--- config.mk ---
export PLATFORM = sky130hd
export DESIGN_NAME = rtt_trim_stamp
export DESIGN_NICKNAME = d
export VERILOG_FILES = /design/src/verilog/rtt_trim_stamp.v
export VERILOG_INCLUDE_DIRS = /design/src /design/src/verilog
export SDC_FILE = /design/constraint.sdc
export NUM_CORES = 1
export LEC_CHECK = 0
export BUFFER_PORTS_ARGS = -buffer_cell sky130_fd_sc_hd__buf_2
export CAP_MARGIN = 20
export CORE_AREA = 2 2 115 117
export CTS_CLUSTER_SIZE = 14
export DETAILED_ROUTE_END_ITERATION = 8
export DIE_AREA = 0 0 117 119
export GPL_TIMING_DRIVEN = 0
export HOLD_SLACK_MARGIN = 0.02
export PLACE_DENSITY = 0.85
export SYNTH_ARGS = -nofsm -noshare
export SYNTH_HDL_FRONTEND = slang
export SYNTH_SLANG_ARGS = --single-unit
--- constraint.sdc ---
create_clock -name MCLK_I -period 2.1 [get_ports MCLK_I]
set_clock_uncertainty 0.2 [all_clocks]
set_input_delay 0.21 -clock MCLK_I [delete_from_list [all_inputs] [get_ports MCLK_I]]
set_output_delay 0.21 -clock MCLK_I [all_outputs]
set_load 0.02 [all_outputs]
--- src/verilog/rtt_map.vh ---
// register map, field positions and timing counts of the trim and time-stamp block
`ifndef RTT_MAP_VH
`define RTT_MAP_VH

`define RTT_ADDR_STATUS     8'h03
`define RTT_ADDR_CONTROL    8'h07
`define RTT_ADDR_TRIM       8'h08
`define RTT_ADDR_DN_MIN     8'h18
`define RTT_ADDR_DN_HOUR    8'h19
`define RTT_ADDR_DN_DATE    8'h1A
`define RTT_ADDR_DN_MTH     8'h1B
`define RTT_ADDR_UP_MIN     8'h1C
`define RTT_ADDR_UP_HOUR    8'h1D
`define RTT_ADDR_UP_DATE    8'h1E
`define RTT_ADDR_UP_MTH     8'h1F

`define RTT_CTL_OUT         7
`define RTT_CTL_SQUARE_WAVE_OUTPUT_ENABLE       6
`define RTT_CTL_SECOND_ALARM_ENABLE      5
`define RTT_CTL_FIRST_ALARM_ENABLE      4
`define RTT_CTL_COARSE_TRIM_SELECT     2
`define RTT_STS_POWER_FAIL_FLAG_BIT 4
`define RTT_STS_BACKUP_INPUT_ENABLE_BIT  3
`define RTT_TRIM_SIGN       7

`define RTT_MASK_MIN        8'h7F
`define RTT_MASK_HOUR       8'h7F
`define RTT_MASK_DATE       8'h3F
`define RTT_MASK_MTH        8'hFF

`define RTT_RST_CONTROL     8'h00
`define RTT_RST_TRIM        8'h00
`define RTT_RST_STAMP       8'h00

`define RTT_OSC_HZ          32768
`define RTT_TRIM_COARSE_HZ  128
`define RTT_SECONDS_PER_MIN 60
`define RTT_SQW_COARSE_HZ   64

`endif

--- src/verilog/rtt_trim_stamp.v ---
// trim engine, supply switchover, output pin control and power-fail time-stamp
`timescale 1ns/1ns
`include "rtt_map.vh"

module rtt_trim_stamp #(
    parameter MIN_TICKS    = `RTT_OSC_HZ * `RTT_SECONDS_PER_MIN,
    parameter COARSE_TICKS = `RTT_OSC_HZ / `RTT_TRIM_COARSE_HZ,
    parameter SQW_HALF     = `RTT_OSC_HZ / (2 * `RTT_SQW_COARSE_HZ)
) (
    // clock and reset
    input  wire       MCLK_I,
    input  wire       SRST_I,
    // register port
    input  wire [7:0] REG_ADDR_I,
    input  wire       REG_WR_I,
    input  wire       REG_RD_I,
    input  wire [7:0] REG_WDATA_I,
    output wire [7:0] REG_RDATA_O,
    output wire       REG_ACK_O,
    // supply sense
    input  wire       VCC_ABOVE_TRIP_I,
    output wire       ON_BACKUP_O,
    // oscillator and running counters
    input  wire       OSC_TICK_I,
    input  wire [7:0] TIME_MIN_I,
    input  wire [7:0] TIME_HOUR_I,
    input  wire [7:0] TIME_DATE_I,
    input  wire [7:0] TIME_MTH_I,
    output wire       TRIM_TICK_O,
    // multi-function pin sources and drive
    input  wire       ALARM_OUT_I,
    input  wire       SQW_CLK_I,
    output wire       MULTI_FUNCTION_PIN_O,
    output wire       MULTI_FUNCTION_PIN_OE_O
);

    reg  [7:0]  control_ff;
    reg  [7:0]  trim_ff;
    reg         power_fail_flag_ff;
    reg         backup_input_enable_ff;
    reg         up_pending_ff;
    reg         on_backup_ff;
    reg  [7:0]  stamp_ff [0:7];
    reg  [20:0] tick_cnt_ff;
    reg  [7:0]  pending_ff;
    reg         add_ff;
    reg         trim_tick_ff;
    reg  [7:0]  sq_cnt_ff;
    reg         sq_ff;
    reg         mfp_ff;
    reg         mfp_oe_ff;
    reg  [7:0]  rdata_ff;
    reg         ack_ff;

    reg  [7:0]  nxt_rdata;
    reg  [7:0]  nxt_pending;
    reg         nxt_trim_tick;
    reg         nxt_mfp;
    reg         nxt_mfp_oe;

    integer     i;

    wire        coarse     = control_ff[`RTT_CTL_COARSE_TRIM_SELECT];
    wire        square_wave_output_enable      = control_ff[`RTT_CTL_SQUARE_WAVE_OUTPUT_ENABLE];
    wire        alm_en     = control_ff[`RTT_CTL_FIRST_ALARM_ENABLE] | control_ff[`RTT_CTL_SECOND_ALARM_ENABLE];
    wire [6:0]  trim_count = trim_ff[6:0];
    wire        nxt_on_backup = ~VCC_ABOVE_TRIP_I & backup_input_enable_ff;
    wire        go_down    = nxt_on_backup & ~on_backup_ff;
    wire        go_up      = ~nxt_on_backup & on_backup_ff;
    wire        bus_live   = ~on_backup_ff;
    wire        wr         = REG_WR_I & bus_live;
    wire        clr_fail   = wr & (REG_ADDR_I == `RTT_ADDR_STATUS)
                             & ~REG_WDATA_I[`RTT_STS_POWER_FAIL_FLAG_BIT];
    wire        log_down   = go_down & (~power_fail_flag_ff | clr_fail);
    wire        log_up     = go_up & up_pending_ff;
    wire        coarse_evt = OSC_TICK_I
                             & (tick_cnt_ff[7:0] == COARSE_TICKS[7:0] - 8'h01);
    wire        min_evt    = OSC_TICK_I
                             & (tick_cnt_ff == MIN_TICKS[20:0] - 21'h00_0001);
    wire        trim_evt   = coarse ? coarse_evt : min_evt;

    // stamp slot index from address: low bits 1..0 field, bit 2 power-up
    function [2:0] slot;
        input [7:0] a;
        begin
            slot = a[2:0];
        end
    endfunction

    function [7:0] field_mask;
        input [1:0] f;
        begin
            case (f)
                2'd0:    field_mask = `RTT_MASK_MIN;
                2'd1:    field_mask = `RTT_MASK_HOUR;
                2'd2:    field_mask = `RTT_MASK_DATE;
                default: field_mask = `RTT_MASK_MTH;
            endcase
        end
    endfunction

    wire [7:0]  stamp_base = `RTT_ADDR_DN_MIN;
    wire        stamp_hit  = (REG_ADDR_I[7:3] == stamp_base[7:3]);

    // supply state and power-fail record keeping
    always @(posedge MCLK_I)
    begin
        if (SRST_I)
        begin
            on_backup_ff  <= 1'b0;
            power_fail_flag_ff    <= 1'b0;
            backup_input_enable_ff     <= 1'b0;
            up_pending_ff <= 1'b0;
            for (i = 0; i < 8; i = i + 1)
                stamp_ff[i] <= `RTT_RST_STAMP;
        end
        else
        begin
            on_backup_ff <= nxt_on_backup;
            if (wr && REG_ADDR_I == `RTT_ADDR_STATUS)
                backup_input_enable_ff <= REG_WDATA_I[`RTT_STS_BACKUP_INPUT_ENABLE_BIT];
            if (wr && stamp_hit)
                stamp_ff[slot(REG_ADDR_I)] <= REG_WDATA_I & field_mask(REG_ADDR_I[1:0]);
            if (clr_fail)
            begin
                power_fail_flag_ff    <= 1'b0;
                up_pending_ff <= 1'b0;
                for (i = 0; i < 8; i = i + 1)
                    stamp_ff[i] <= `RTT_RST_STAMP;
            end
            // capture comes last so a failure beats a clear in the same cycle
            if (go_down)
                power_fail_flag_ff    <= 1'b1;
            if (log_down)
            begin
                up_pending_ff <= 1'b1;
                stamp_ff[0]   <= TIME_MIN_I  & `RTT_MASK_MIN;
                stamp_ff[1]   <= TIME_HOUR_I & `RTT_MASK_HOUR;
                stamp_ff[2]   <= TIME_DATE_I & `RTT_MASK_DATE;
                stamp_ff[3]   <= TIME_MTH_I  & `RTT_MASK_MTH;
            end
            if (log_up)
            begin
                up_pending_ff <= 1'b0;
                stamp_ff[4]   <= TIME_MIN_I  & `RTT_MASK_MIN;
                stamp_ff[5]   <= TIME_HOUR_I & `RTT_MASK_HOUR;
                stamp_ff[6]   <= TIME_DATE_I & `RTT_MASK_DATE;
                stamp_ff[7]   <= TIME_MTH_I  & `RTT_MASK_MTH;
            end
        end
    end

    // control and trim registers, retained across backup operation
    always @(posedge MCLK_I)
    begin
        if (SRST_I)
        begin
            control_ff <= `RTT_RST_CONTROL;
            trim_ff    <= `RTT_RST_TRIM;
        end
        else
        begin
            if (wr && REG_ADDR_I == `RTT_ADDR_CONTROL)
                control_ff <= REG_WDATA_I;
            if (wr && REG_ADDR_I == `RTT_ADDR_TRIM)
                trim_ff <= REG_WDATA_I;
        end
    end

    // read path; silent while on backup
    always @*
    begin
        nxt_rdata = 8'h00;
        if (stamp_hit)
            nxt_rdata = stamp_ff[slot(REG_ADDR_I)];
        else if (REG_ADDR_I == `RTT_ADDR_CONTROL)
            nxt_rdata = control_ff;
        else if (REG_ADDR_I == `RTT_ADDR_TRIM)
            nxt_rdata = trim_ff;
        else if (REG_ADDR_I == `RTT_ADDR_STATUS)
        begin
            nxt_rdata[`RTT_STS_POWER_FAIL_FLAG_BIT] = power_fail_flag_ff;
            nxt_rdata[`RTT_STS_BACKUP_INPUT_ENABLE_BIT]  = backup_input_enable_ff;
        end
    end

    always @(posedge MCLK_I)
    begin
        if (SRST_I)
        begin
            rdata_ff <= 8'h00;
            ack_ff   <= 1'b0;
        end
        else
        begin
            ack_ff <= (REG_RD_I | REG_WR_I) & bus_live;
            if (REG_RD_I && bus_live)
                rdata_ff <= nxt_rdata;
        end
    end

    // trim: swallow oscillator ticks to slow down, insert extra ones to speed up;
    // inserted ticks land on idle system-clock cycles between oscillator ticks
    always @*
    begin
        nxt_pending   = pending_ff;
        nxt_trim_tick = OSC_TICK_I;
        if (pending_ff != 8'h00)
        begin
            if (!add_ff && OSC_TICK_I)
            begin
                nxt_trim_tick = 1'b0;
                nxt_pending   = pending_ff - 8'h01;
            end
            else if (add_ff && !OSC_TICK_I)
            begin
                nxt_trim_tick = 1'b1;
                nxt_pending   = pending_ff - 8'h01;
            end
        end
        if (trim_evt && trim_count != 7'h00)
            nxt_pending = {trim_count, 1'b0};
    end

    always @(posedge MCLK_I)
    begin
        if (SRST_I)
        begin
            tick_cnt_ff  <= 21'h00_0000;
            pending_ff   <= 8'h00;
            add_ff       <= 1'b0;
            trim_tick_ff <= 1'b0;
        end
        else
        begin
            if (OSC_TICK_I)
                tick_cnt_ff <= min_evt ? 21'h00_0000 : tick_cnt_ff + 21'h00_0001;
            pending_ff   <= nxt_pending;
            trim_tick_ff <= nxt_trim_tick;
            if (trim_evt)
                add_ff <= trim_ff[`RTT_TRIM_SIGN];
        end
    end

    // 64 Hz coarse-trim square wave built from the trimmed tick stream
    always @(posedge MCLK_I)
    begin
        if (SRST_I)
        begin
            sq_cnt_ff <= 8'h00;
            sq_ff     <= 1'b0;
        end
        else if (trim_tick_ff)
        begin
            if (sq_cnt_ff == SQW_HALF[7:0] - 8'h01)
            begin
                sq_cnt_ff <= 8'h00;
                sq_ff     <= ~sq_ff;
            end
            else
                sq_cnt_ff <= sq_cnt_ff + 8'h01;
        end
    end

    // pin mux: alarm survives backup, clock and general output do not
    always @*
    begin
        nxt_mfp    = 1'b0;
        nxt_mfp_oe = 1'b0;
        if (square_wave_output_enable)
        begin
            nxt_mfp    = coarse ? sq_ff : SQW_CLK_I;
            nxt_mfp_oe = ~nxt_on_backup;
        end
        else if (alm_en)
        begin
            nxt_mfp    = ALARM_OUT_I;
            nxt_mfp_oe = 1'b1;
        end
        else
        begin
            nxt_mfp    = control_ff[`RTT_CTL_OUT];
            nxt_mfp_oe = ~nxt_on_backup;
        end
        if (!nxt_mfp_oe)
            nxt_mfp = 1'b0;
    end

    always @(posedge MCLK_I)
    begin
        if (SRST_I)
        begin
            mfp_ff    <= 1'b0;
            mfp_oe_ff <= 1'b0;
        end
        else
        begin
            mfp_ff    <= nxt_mfp;
            mfp_oe_ff <= nxt_mfp_oe;
        end
    end

    assign REG_RDATA_O             = rdata_ff;
    assign REG_ACK_O               = ack_ff;
    assign ON_BACKUP_O             = on_backup_ff;
    assign TRIM_TICK_O             = trim_tick_ff;
    assign MULTI_FUNCTION_PIN_O    = mfp_ff;
    assign MULTI_FUNCTION_PIN_OE_O = mfp_oe_ff;

endmodule // rtt_trim_stamp
* Word level (Yosys, flattened, before mapping)
Memory sizes are Yosys's and may differ from the RTL's. Index checks and enable logic that the tools add are counted.
Operators by class: add/sub/neg operators 3, multiply operators 0, divide/modulo/power cells 0, $lt $le $gt $ge 0, equality and inequality tests 13, shifts and indexed selects 0, mux-type cells 60, bitwise logic cells 50, reductions and logical operators 26
Operator list (number):
- two-way mux 8 bit | 26
- two-way mux 1 bit | 27
- adder 21 x 1 -> 21 bit (second input constant) | 1
- equality test 21 bit (second input constant) | 1
- two-way mux 21 bit | 1
- bitwise AND 1 bit | 19
- OR 1 bit | 19
- equality test 8 bit (second input constant) | 2
- one-hot mux 8 bit (2 select lines) | 1
- equality test 3 bit (second input constant) | 4
- NOT 1 bit | 11
- two-way mux 3 bit | 3
- adder 8 x 1 -> 8 bit (second input constant) | 1
- bitwise AND 8 bit | 1
- equality test 8 x 2 -> 1 bit (second input constant) | 1
- equality test 8 x 3 -> 1 bit (second input constant) | 1
- equality test 8 x 4 -> 1 bit (second input constant) | 1
- logical AND 1 bit | 8
- nonzero test 2 bit | 4
- nonzero test 8 bit | 1
- OR reduction 2 bit | 4
- OR reduction 8 bit | 1
- subtractor 8 x 1 -> 8 bit (second input constant) | 1
- nonzero test 7 bit | 1
- 8 further kinds | 12
Word-level totals: bits in registers 71, latch bits 0, memory bits (writable) 64, bits in read-only memories 0, input bits 56, output and inout bits 13, word-level logic and storage cells 170, memories kept 1
Memory list:
- stamp_ff | words 8, width 8, read ports 1, clocked after Yosys merged registers in 0, wr ports 8, RTL line rtt_trim_stamp.v:43 | reg [7:0] stamp_ff [0:7];

* Longest topological paths before layout
depth in word-level cells 17, mapped depth 8, depth with buffers taken out 7

* Worst setup path before layout
No wires, ideal clock.
path kind flip-flop to flip-flop, start reg on_backup_ff, in the netlist ON_BACKUP_O, end mem stamp_ff[2][0] (enable), setup time 300 ps, arrival 1809 ps, required time 1600 ps, slack -209 ps, cell stages (with the launch flop) 6, period minus slack after synthesis 2309 ps, cell sequence dfxtp_1 > or4b_4 > or3_4 > nand4_1 > nor3b_1 > nand2b_1
RTL lines:
- from (decl) | RTL line rtt_trim_stamp.v:42 | reg on_backup_ff;
- from (signal assigned) | RTL line rtt_trim_stamp.v:119 | on_backup_ff <= nxt_on_backup;
- to (decl) | RTL line rtt_trim_stamp.v:43

==> run metrics <==
final number of max-transition violations=0; Starting Density=0.511; Relative slew margins=0.492; multiplexer fraction of the synthesized cell area=0.0574; final period demand of the worst path=2.32 ns; sum of met3 wire segment lengths after detailed routing=2.10 mm; Inst Count DP=869; layout filler cell count=906; clock tree from TritonCTS=yes; total via count in the routed design=5,964; worst hold-check path type=in2reg; drt pass-1 iters=7; Wirelength per Cell=20.4 um; fraction of final layout cells sized beyond drive strength 1=0.219; initial antenna violation count=0; start-to-end type of the worst setup path=reg2reg; IO Count=69; Die Outline Area=0.0139 mm^2; Post-synth EDFFs=64; family of cells with the greatest summed delay on the critical path=simple AND/OR/NAND/NOR gates; status=complete, but fails checks; number of clock sinks=135; vias per inst=6.29; Net count, final=819; Setup crit end kind=flip-flop; post-route cell area=0.00832 mm^2; synthesized area=0.00658 mm^2; Std-Cell Rows=42; number of distinct library cells after synthesis=67; relative contribution of combinational cells to total power=0.170; most used cells in the layout excluding fill and tap cells=buf_2 (69), dfxtp_1 (67), edfxtp_1 (64); detailed route wirelength on metal2=9.08 mm; count of maximum capacitance violations=0; crit start category=flip-flop; Routed met1 length=7.49 mm; placement-stage cell area=0.00713 mm^2; register bit total from synthesis=135; source of the worst register-to-register timing path=ON_BACKUP_O; total routed wirelength=19.4 mm; WP buf/inv=0; cells after synthesis=630; transition time of the tightest slew-check pin=0.756 ns; proportion of power drawn by the clock network=0.399; PD cells=846 mW/mm^2; maximum count of clock buffers along a single path=2; Critical-path top delay cell=or4b_4; cell depth of the worst hold path=5; leakage power summed over all cells=3.15 nW; critical path's largest stage delay=0.52 ns; Hold Path Origin=REG_WDATA_I[4]; final instance count without filler cells=948; wire length of the first global-routing pass=29.4 mm; overall track demand over capacity in global routing=0.276; core footprint=0.0129 mm^2; leading cell type in the layout, fill and taps excluded=buf_2; CTS Root Buffer Type=clkbuf_16; pin count of the biggest net entering global routing=17; largest family of logic cells by synthesized area=simple AND/OR/NAND/NOR gates; Achievable Freq=431 MHz; Max H-tree Level=4; Compound-Gate Fraction of Synth Area=0.168; Hold Crit Endpoint=power_fail_flag_ff; Horiz. Die Dim=117 um; Arr. time, crit path=2.27 ns; number of setup violations in the final report=60; Register-to-Register Setup Slack=-0.22 ns; clock latency of the later-clocked register in the worst-skew pair=0.42 ns; internal portion of total power=0.00509 W; diode insertion count for antenna repair=0; floorplan die height=119 um; critical path fanouts, max=8; fraction of the mapped netlist area in simple logic gates=0.187; Initial DRC Count=764; dominant register cell in the synthesized netlist=dfxtp_1; Port Buf Inserts=56; number of antenna-violating nets in the routed design=0; number of global-route vias before repair=5,739; depth of the worst register-to-register path=5; Placer Congestion=0.938; highest metal used=met4; share of async-settable or async-resettable flops after synthesis=0; aggregate global routing overflow=0; terminus of the critical flop-to-flop path=stamp_ff[2][5]; clock transition at the registers of the reported paths=0.06 ns; cell-by-cell listing of the critical path=or4b_4 -> or3_4 -> nand4_1 -> nor3b_4 -> nand2b_4; unrepaired setup endpoints after global routing=yes; post-route DRC violation count=0; total half-perimeter wirelength after legalization and detailed placement=12.9 mm; adder-cell area share of the yosys netlist=0.00761; violations in the final reports=negative setup slack; Sw Share=0.277; final count of hold timing violations=0; sequential group share of total power=0.431; TritonCTS buffer count=17; critical path required time=2.04 ns; XOR/XNOR share of the synthesized area=0.0359; total power=0.00704 W; share of synthesized area occupied by flip-flops and latches=0.508; final clock period utilization by the worst path=1.11; synthesis-to-finish area growth=26.4%; yosys synthesis warning count=0; Synth Area per Inst=10.4 um^2; P_sw=0.00195 W; largest voltage drop on the vdd net=0.551 mV; smallest setup slack after layout=-0.222 ns
[layout make-up]
cell class / instances / area [um^2] / area share
multi-input combinational: 450 / 3220 / 0.387
tap: 176 / 220 / 0.0265
buffer: 39 / 196 / 0.0236
timing repair buffer: 103 / 728 / 0.0875
clock inverter: 14 / 128 / 0.0153
inverter: 13 / 48.8 / 0.00587
clock buffer: 18 / 429 / 0.0516
sequential: 135 / 3350 / 0.403
[synth_stat cells, drive strengths merged, types with 8 or more instances]
cell | instances | area (um^2)
dfxtp | 71 | 1420
nor2 | 70 | 273
edfxtp | 64 | 1920
a22o | 55 | 482
nand2 | 50 | 188
a21oi | 26 | 130
nand3 | 23 | 115
buf | 22 | 123
mux2i | 22 | 220
nor3 | 18 | 95.1
clkbuf | 17 | 63.8
o21ai | 17 | 85.1
xor2 | 15 | 131
inv | 13 | 48.8
a22oi | 12 | 90.1
xnor2 | 12 | 105
nand4 | 11 | 81.3
nand2b | 10 | 62.6
and3 | 8 | 50.1
nor2b | 8 | 50.1
[worst min-delay path, cell delays in order]
cell	delay, ns
buf_2	0.12
nor4_4	0.05
nor2_1	0.14
nand2_1	0.08
nand2_1	0.06
[layer usage]
metal  vias up  track usage
li1       2615            -
met1      2860        0.360
met2       415        0.429
met3        74       0.0707
met4         0        0.128
met5         -            0
[how the worst max path moves through the flow]
stage	start	endpoint	cells past startpoint
2_1_floorplan	REG_ADDR_I[5]	stamp_ff[1][0]	5
3_3_place_gp	REG_ADDR_I[2]	stamp_ff[6][4]	6
3_5_place_dp	REG_ADDR_I[2]	stamp_ff[6][3]	6
4_1_cts	ON_BACKUP_O	stamp_ff[2][7]	5
5_1_grt	ON_BACKUP_O	stamp_ff[2][5]	5
6_report	ON_BACKUP_O	stamp_ff[2][5]	5
[cells by family (layout without fill, tap and decap cells)]
logic type,count (synthesis),after routing
AO/OA/AOI/OAI,148,148
XOR/XNOR,27,27
adder cells (fa/ha/maj),4,4
buffers and inverters,52,187
flip-flops,135,135
multiplexers,32,32
other,1,8
AND/OR/NAND/NOR,231,231
[state kept, by name, indices dropped and copies added, names as in the netlist, 8 cells and up]
| register | flops |
|---|---|
| sq_cnt_ff | 8 |
| trim_ff | 8 |
| tick_cnt_ff | 21 |
| stamp_ff | 64 |
| pending_ff | 8 |
| REG_RDATA_O | 8 |
| control_ff | 8 |
[through the flow]
step                setup WS, ns  setup TNS (ns)   util  hold WS, ns
floorplan                -0.0322          -0.924      -        0.120
global placement          -0.898          -40.18  0.554        0.233
detailed placement         -1.01          -50.49  0.554        0.250
CTS                       -0.199           -6.36  0.637       0.0550
global route              -0.248           -7.57  0.646       0.0994
finish                    -0.222           -6.00  0.646       0.0710
[power by group through the flow]
stage               clock network, W  logic [W]  registers [W]
floorplan                          0   0.000737        0.00306
global placement                   0   0.000961        0.00306
detailed placement                 0    0.00101        0.00307
CTS                          0.00280    0.00110        0.00302
global route                 0.00292    0.00129        0.00305
finish                       0.00281    0.00119        0.00304
[repair_timing]
action,in CTS,in global routing
setup buffers,7,2
hold endpoints to repair,66,0
pin swaps,7,4
hold buffers,38,0
setup endpoints to repair,133,125
resized for setup,23,23
(Power assumes the default switching activity.)
